<file path="config.mk">
export PLATFORM = sky130hd
export DESIGN_NAME = drwm_core_flat
export DESIGN_NICKNAME = d
export VERILOG_FILES = /design/src/hdl/drwm_pkg.sv /design/src/hdl/drwm_bus_if.sv /design/src/hdl/drwm_core.sv /design/src/flat_wrapper.sv
export SDC_FILE = /design/constraint.sdc
export NUM_CORES = 1
export LEC_CHECK = 0
export ABC_AREA = 1
export ABC_CLOCK_PERIOD_IN_PS = 1150
export BUFFER_PORTS_ARGS = -buffer_cell sky130_fd_sc_hd__buf_2
export CAP_MARGIN = 20
export CORE_ASPECT_RATIO = 1.25
export CORE_MARGIN = 2
export CORE_UTILIZATION = 42
export CTS_BUF_LIST = sky130_fd_sc_hd__clkbuf_4 sky130_fd_sc_hd__clkbuf_8 sky130_fd_sc_hd__clkbuf_16
export DETAILED_ROUTE_END_ITERATION = 7
export PLACE_DENSITY = 0.76
export SLEW_MARGIN = 20
export SYNTH_ARGS = -nofsm -noshare
export SYNTH_HDL_FRONTEND = slang
export SYNTH_SLANG_ARGS = --single-unit
export TNS_END_PERCENT = 50
</file>
<file path="constraint.sdc">
create_clock -name mclk -period 1.15 [get_ports mclk]
set_clock_uncertainty 0.05 [all_clocks]
set_input_delay 0.0575 -clock mclk [delete_from_list [all_inputs] [get_ports mclk]]
set_output_delay 0.0575 -clock mclk [all_outputs]
set_load 0.01 [all_outputs]
</file>
<file path="src/hdl/drwm_pkg.sv">
// Package: constants for the data window block mapper
package drwm_pkg;
  localparam int              DataAddrW        = 8;
  localparam int              ProgAddrW        = 12;
  localparam int              BlockNumW        = 6;
  localparam int              WindowOffsetW    = 6;
  localparam logic [7:0]      BlockSelectAddr  = 8'hc9;
  localparam logic [7:0]      WindowBaseAddr   = 8'h40;
  localparam logic [7:0]      WindowLastAddr   = 8'h7f;
  localparam int              BlockNumLsb      = 0;
  localparam int              BlockNumMsb      = 5;
  localparam logic [1:0]      ReservedBitsVal  = 2'h0;
  localparam logic [5:0]      BlockSelectReset = 6'h00;
  localparam logic [7:0]      ReadFillValue    = 8'h00;
  localparam int              ProgDepth        = 4096;

  typedef enum logic [1:0] {
    DRWM_IDLE,
    DRWM_READ,
    DRWM_DONE
  } drwm_core_state_t;

  // Program memory address from block number and offset within window
  function automatic logic [ProgAddrW-1:0] drwm_prog_addr(input logic [BlockNumW-1:0] blk,
                                                          input logic [DataAddrW-1:0] dataAddr);
    drwm_prog_addr = {blk, dataAddr[WindowOffsetW-1:0]};
  endfunction

  function automatic logic drwm_in_window(input logic [DataAddrW-1:0] dataAddr);
    drwm_in_window = (dataAddr >= WindowBaseAddr) && (dataAddr <= WindowLastAddr);
  endfunction
endpackage

</file>
<file path="src/hdl/drwm_bus_if.sv">
// Interface: core data bus between CPU side and window mapper
`timescale 1ns/1ps
interface drwm_bus_if;
  logic [7:0] addr;
  logic       writeEn;
  logic       readEn;
  logic [7:0] writeData;
  logic [7:0] readData;
  logic       readValid;
  logic       hit;

  modport mapper (
    input  addr,
    input  writeEn,
    input  readEn,
    input  writeData,
    output readData,
    output readValid,
    output hit
  );
  modport core (
    output addr,
    output writeEn,
    output readEn,
    output writeData,
    input  readData,
    input  readValid,
    input  hit
  );
endinterface

</file>
<file path="src/hdl/drwm_core.sv">
// Module: CPU-side driver of the window mapper with RAM image
`timescale 1ns/1ps
module drwm_core (
  input  wire logic       mclk,
  input  wire logic       reset,
  input  wire logic       clkEn,
  drwm_bus_if.core        bus,
  input  wire logic       selReq,
  input  wire logic [5:0] selBlock,
  input  wire logic       rdReq,
  input  wire logic [5:0] rdOffset,
  output logic            busy,
  output logic [7:0]      rdData,
  output logic            rdDone,
  output logic [7:0]      imageValue
);
  drwm_pkg::drwm_core_state_t state_q;
  drwm_pkg::drwm_core_state_t state_d;
  logic [7:0] image_q;
  logic [7:0] image_d;
  logic [7:0] addr_q;
  logic [7:0] addr_d;
  logic [7:0] wdata_q;
  logic [7:0] wdata_d;
  logic       we_q;
  logic       we_d;
  logic       re_q;
  logic       re_d;
  logic [7:0] rd_q;
  logic [7:0] rd_d;
  logic       done_q;
  logic       done_d;

  always_comb begin
    state_d = state_q;
    image_d = image_q;
    addr_d  = addr_q;
    wdata_d = wdata_q;
    we_d    = 1'b0;
    re_d    = 1'b0;
    rd_d    = rd_q;
    done_d  = 1'b0;
    case (state_q)
      drwm_pkg::DRWM_IDLE: begin
        if (selReq) begin
          // Image first so an interrupt can restore it
          image_d = {drwm_pkg::ReservedBitsVal, selBlock};
          addr_d  = drwm_pkg::BlockSelectAddr;
          wdata_d = {drwm_pkg::ReservedBitsVal, selBlock};
          we_d    = 1'b1;
        end else if (rdReq) begin
          addr_d  = drwm_pkg::WindowBaseAddr | {2'h0, rdOffset};
          re_d    = 1'b1;
          state_d = drwm_pkg::DRWM_READ;
        end
      end
      drwm_pkg::DRWM_READ: begin
        state_d = drwm_pkg::DRWM_DONE;
      end
      drwm_pkg::DRWM_DONE: begin
        if (bus.readValid) begin
          rd_d   = bus.readData;
          done_d = 1'b1;
        end
        state_d = drwm_pkg::DRWM_IDLE;
      end
      default: state_d = drwm_pkg::DRWM_IDLE;
    endcase
  end

  always_ff @(posedge mclk) begin
    if (reset) begin
      state_q <= drwm_pkg::DRWM_IDLE;
      image_q <= 8'h00;
      addr_q  <= 8'h00;
      wdata_q <= 8'h00;
      we_q    <= 1'b0;
      re_q    <= 1'b0;
      rd_q    <= 8'h00;
      done_q  <= 1'b0;
    end else if (clkEn) begin
      state_q <= state_d;
      image_q <= image_d;
      addr_q  <= addr_d;
      wdata_q <= wdata_d;
      we_q    <= we_d;
      re_q    <= re_d;
      rd_q    <= rd_d;
      done_q  <= done_d;
    end
  end

  assign bus.addr      = addr_q;
  assign bus.writeEn   = we_q;
  assign bus.readEn    = re_q;
  assign bus.writeData = wdata_q;
  assign busy          = (state_q != drwm_pkg::DRWM_IDLE) || we_q;
  assign rdData        = rd_q;
  assign rdDone        = done_q;
  assign imageValue    = image_q;
endmodule

</file>
<file path="src/flat_wrapper.sv">
// flat-port wrapper written by rule: the top's interface ports become plain ports
module drwm_core_flat 
  (mclk, reset, clkEn, selReq, selBlock, rdReq, rdOffset, busy, rdData, rdDone, imageValue, bus_addr, bus_writeEn, bus_readEn, bus_writeData, bus_readData, bus_readValid, bus_hit);
  drwm_bus_if bus_i ();
  input  wire logic mclk;
  input  wire logic reset;
  input  wire logic clkEn;
  input  wire logic selReq;
  input  wire logic [5:0] selBlock;
  input  wire logic rdReq;
  input  wire logic [5:0] rdOffset;
  output logic busy;
  output logic [7:0] rdData;
  output logic rdDone;
  output logic [7:0] imageValue;
  output wire logic [$bits(bus_i.addr)-1:0] bus_addr;
  output wire logic [$bits(bus_i.writeEn)-1:0] bus_writeEn;
  output wire logic [$bits(bus_i.readEn)-1:0] bus_readEn;
  output wire logic [$bits(bus_i.writeData)-1:0] bus_writeData;
  input wire logic [$bits(bus_i.readData)-1:0] bus_readData;
  input wire logic [$bits(bus_i.readValid)-1:0] bus_readValid;
  input wire logic [$bits(bus_i.hit)-1:0] bus_hit;
  assign bus_addr = bus_i.addr;
  assign bus_writeEn = bus_i.writeEn;
  assign bus_readEn = bus_i.readEn;
  assign bus_writeData = bus_i.writeData;
  assign bus_i.readData = bus_readData;
  assign bus_i.readValid = bus_readValid;
  assign bus_i.hit = bus_hit;
  drwm_core u_core (.mclk(mclk), .reset(reset), .clkEn(clkEn), .bus(bus_i), .selReq(selReq), .selBlock(selBlock), .rdReq(rdReq), .rdOffset(rdOffset), .busy(busy), .rdData(rdData), .rdDone(rdDone), .imageValue(imageValue));
endmodule
</file>
==> summary.md <==
| Metric | Value |
|---|---|
| Kind of critical path | reg2out |
| Worst-path clk slew | around 0.13 ns |
| Post-synthesis cell area | roughly 0.0011 mm² |
| Initial antenna violation count | 0 |
| Most numerous cell in the Yosys netlist | dfxtp_1 |
| Via density | ~4.5 |
| Residual DRC count | 0 |
| # setup viols final | 0 |
| Power per cell area | 1060 mW/mm² |
| RSZ-0062 raised after global routing | yes |
| #FFs+latches synth | 27 |
| Clock insertion delay at the later pin of the skew report | 0.32 ns |
| Critical Path, Cell by Cell | nor2_4, nand2_1, buf_2 |
| Sequential area share after synthesis | about half |
| Post-synth EDFFs | 0 |
| Leak pwr | slightly above 0.8 nW |
| Total track usage | 20.1% |
| Via count of the first global-routing pass | around 1.0k |
| Post-Syn Instances | 140 |
| Drt wl/cell | around 11 µm |
| Worst path slowest cell | dfxtp_2 |
| Post-detail-place hpwl | 1920 µm |
| Max VDD drop | ~0.00072 V |
| Port bufs | 57 |
| Worst-case clock buffer depth | 2 |
| Drt first pass iters | 4 |
| Pin count of the biggest net entering global routing | 19 |
| CP Launch Type | flop |
| Syn_area_per_cell | 7.72 µm² |
| Status | finished clean |
| Max frequency | between 0.8 and 0.9 GHz |
| Multi-input logic area | about 420 µm² |
| Async SR Flop Fraction | 0% |
| Yosys top cell area share | between 50% and 60% |
| Main synth FF type | dfxtp_1 |
| Initial Utilization | 44.5% |
| Synth warnings | 0 |
| Placed Area | 0.00134 mm² |
| Iter 0 DRT Violations | 21 |
| DIE AREA | around 0.003 mm² |
| Post-route minimum period | between 1 and 1.5 ns |
| Hold Fails Final Rpt | 0 |
| Register Area | about 550 µm² |
| Critical Path RT | 1.04 ns |
| Die height | 60.7 µm |
| Post-synth cell types | 17 |
| RePlAce Congestion | about 0.73 |
| Post-synth top area cell | dfxtp_1 |
| Commonest cells post-synth | dfxtp_1 (27), nand2_1 (23), nor2_1 (22) |
| H-Tree Depth | 1 |
| Core Region | approximately 0.0024 mm² |
| Critical path capture point type | output port |
| Pre-CTS worst setup slack | around 0.049 ns |
| Slowest Stage Delay on Critical Path | 0.36 ns |
| Share of layout cells above drive strength 1 | 36.3% |
| Finished Layout Cells | around 250 |
| GRT overflow | 0 |
| Final worst-path cycle share | between 90% and 100% |
| First-pass GRT wire length | about 4500 µm |
| CTS sink count | 27 |
| Num CTS Buffers | 3 |
| Max FO, Critical Path | 3 |
| Maxcap violations | 0 |
| Routed WL | around 2800 µm |
| Setup ws final | ~0.013 ns |
| Ports | 63 |
| Post-layout util | between 60% and 70% |
| Routed vias | between 1k and 1.5k |
| CTS tree | yes |
| Max-slew violations | 0 |
| Main area contributors after synthesis | dfxtp_1 (50%), buf_4 (8.3%), nand2_1 (8.0%), a21oi_1 (7.9%), nor2_1 (7.6%) |
| ANT cells | 0 |
| CTS Root Cell | clkbuf_4 |
| Crit path DAT | between 1 and 1.5 ns |
| Buf/Inv on CP | 1 |
| Cell family contributing the most delay on the critical path | flip-flops |
| P&R area growth vs syn | 50.1% |
| Hold Path Class | in2reg |
| Die W | 49.4 µm |
| Final Cell Area | between 0.0015 and 0.002 mm² |
| Cells after DPL | about 220 |
| Row cnt | 20 |
| Nets | about 240 |
| ANT nets after route | 0 |
| Layout fillers | between 150 and 200 |
## registers in the layout (all words and copies together), names as in the netlist
signal,flops
u_core.bus.addr,8
u_core.bus.readEn,1
u_core.bus.writeEn,1
u_core.imageValue,6
u_core.rdData,8
u_core.rdDone,1
u_core.state_q,2
## repair_timing
action | 4_1_cts | 5_1_grt
endpoints found under the hold margin | 20 | 0
setup endpoints to repair | 1 | 22
gates resized for setup | 1 | 11
pin swaps | 1 | 6
buffers inserted | 2 | 0
hold buffers | 20 | 0
## final cells by class
type	instances	area share [%]
Clock buffer	4	1.85
Inverter	12	2.93
Multi-Input combinational cell	90	26.1
Sequential cell	27	33.6
Tap cell	33	2.54
Timing Repair Buffer	82	33.0
## stage by stage
step	setup TNS (ns)	power [mW]	hold WS [ns]
detailed placement	0	1.25	0.251
finish	0	1.72	0.0478
CTS	-0.0241	1.73	0.0356
floorplan	0	1.16	0.142
global route	-0.422	1.81	0.0510
global placement	0	1.24	0.233
## metal layers
metal / up-vias / track usage, % / wire length (µm) / share of wire, %
met3: 3 / 4.68 / 195 / 6.8
met2: 53 / 40.0 / 1470 / 52
met5: - / 0 / 0 / 0
met4: 0 / 7.14 / 36 / 1.3
met1: 473 / 20.8 / 1150 / 40
li1: 584 / - / - / -
## worst paths after layout
check	from	endpoint	slack, ns	depth (start not counted)
worst max-delay path	u_core.state_q[1]	busy	0.01	3
worst min-delay path	clkEn	u_core.bus.addr[1]	0.05	3
worst max register to register	u_core.state_q[1]	u_core.bus.addr[0]	0.02	6
worst min register to register	u_core.bus.addr[6]	u_core.bus.addr[6]	0.41	2
## worst register-to-register path, stage by stage, from the launching register on
cell and delay [ns]:
dfxtp_2 0.36, nor2_4 0.15, buf_12 0.12, nand3_2 0.16, nand2_1 0.11, nand2_1 0.05, nor2_1 0.08
## cells by family (layout without fill, tap and decap cells)
group	Yosys count	count (layout)	share of synthesized area [%]
simple gates	61	61	24.8
flops	27	27	50.0
buf+inv	26	98	13.3
compound gates	25	25	11.6
other cells	1	4	0.347
## cells in the final DEF (no fill, tap or decap)
master	Yosys	final
conb_1	1	4
dfxtp_2	0	1
dfxtp_4	0	1
nand2_2	2	3
inv_1	10	10
o21ai_1	0	4
a21oi_2	0	2
inv_2	2	1
nand4_1	4	4
clkbuf_4	0	4
nor3_1	1	1
a21oi_1	17	15
nand3_1	7	6
buf_12	0	1
nor2_4	1	1
buf_4	12	4
o21ai_0	8	4
buf_2	1	57
nor2_1	22	22
dfxtp_1	27	25
dlygate4sd3_1	0	20
nand3_2	1	2
inv_4	0	1
nand2_1	23	22
## power breakdown
| part | internal, mW | switching, mW |
|---|---|---|
| Clock | 0.160 | 0.262 |
| Sequential | 0.969 | 0.0209 |
| Combinational | 0.158 | 0.156 |
| Total | 1.29 | 0.439 |
Note: power is estimated with default switching activity, not from simulation.
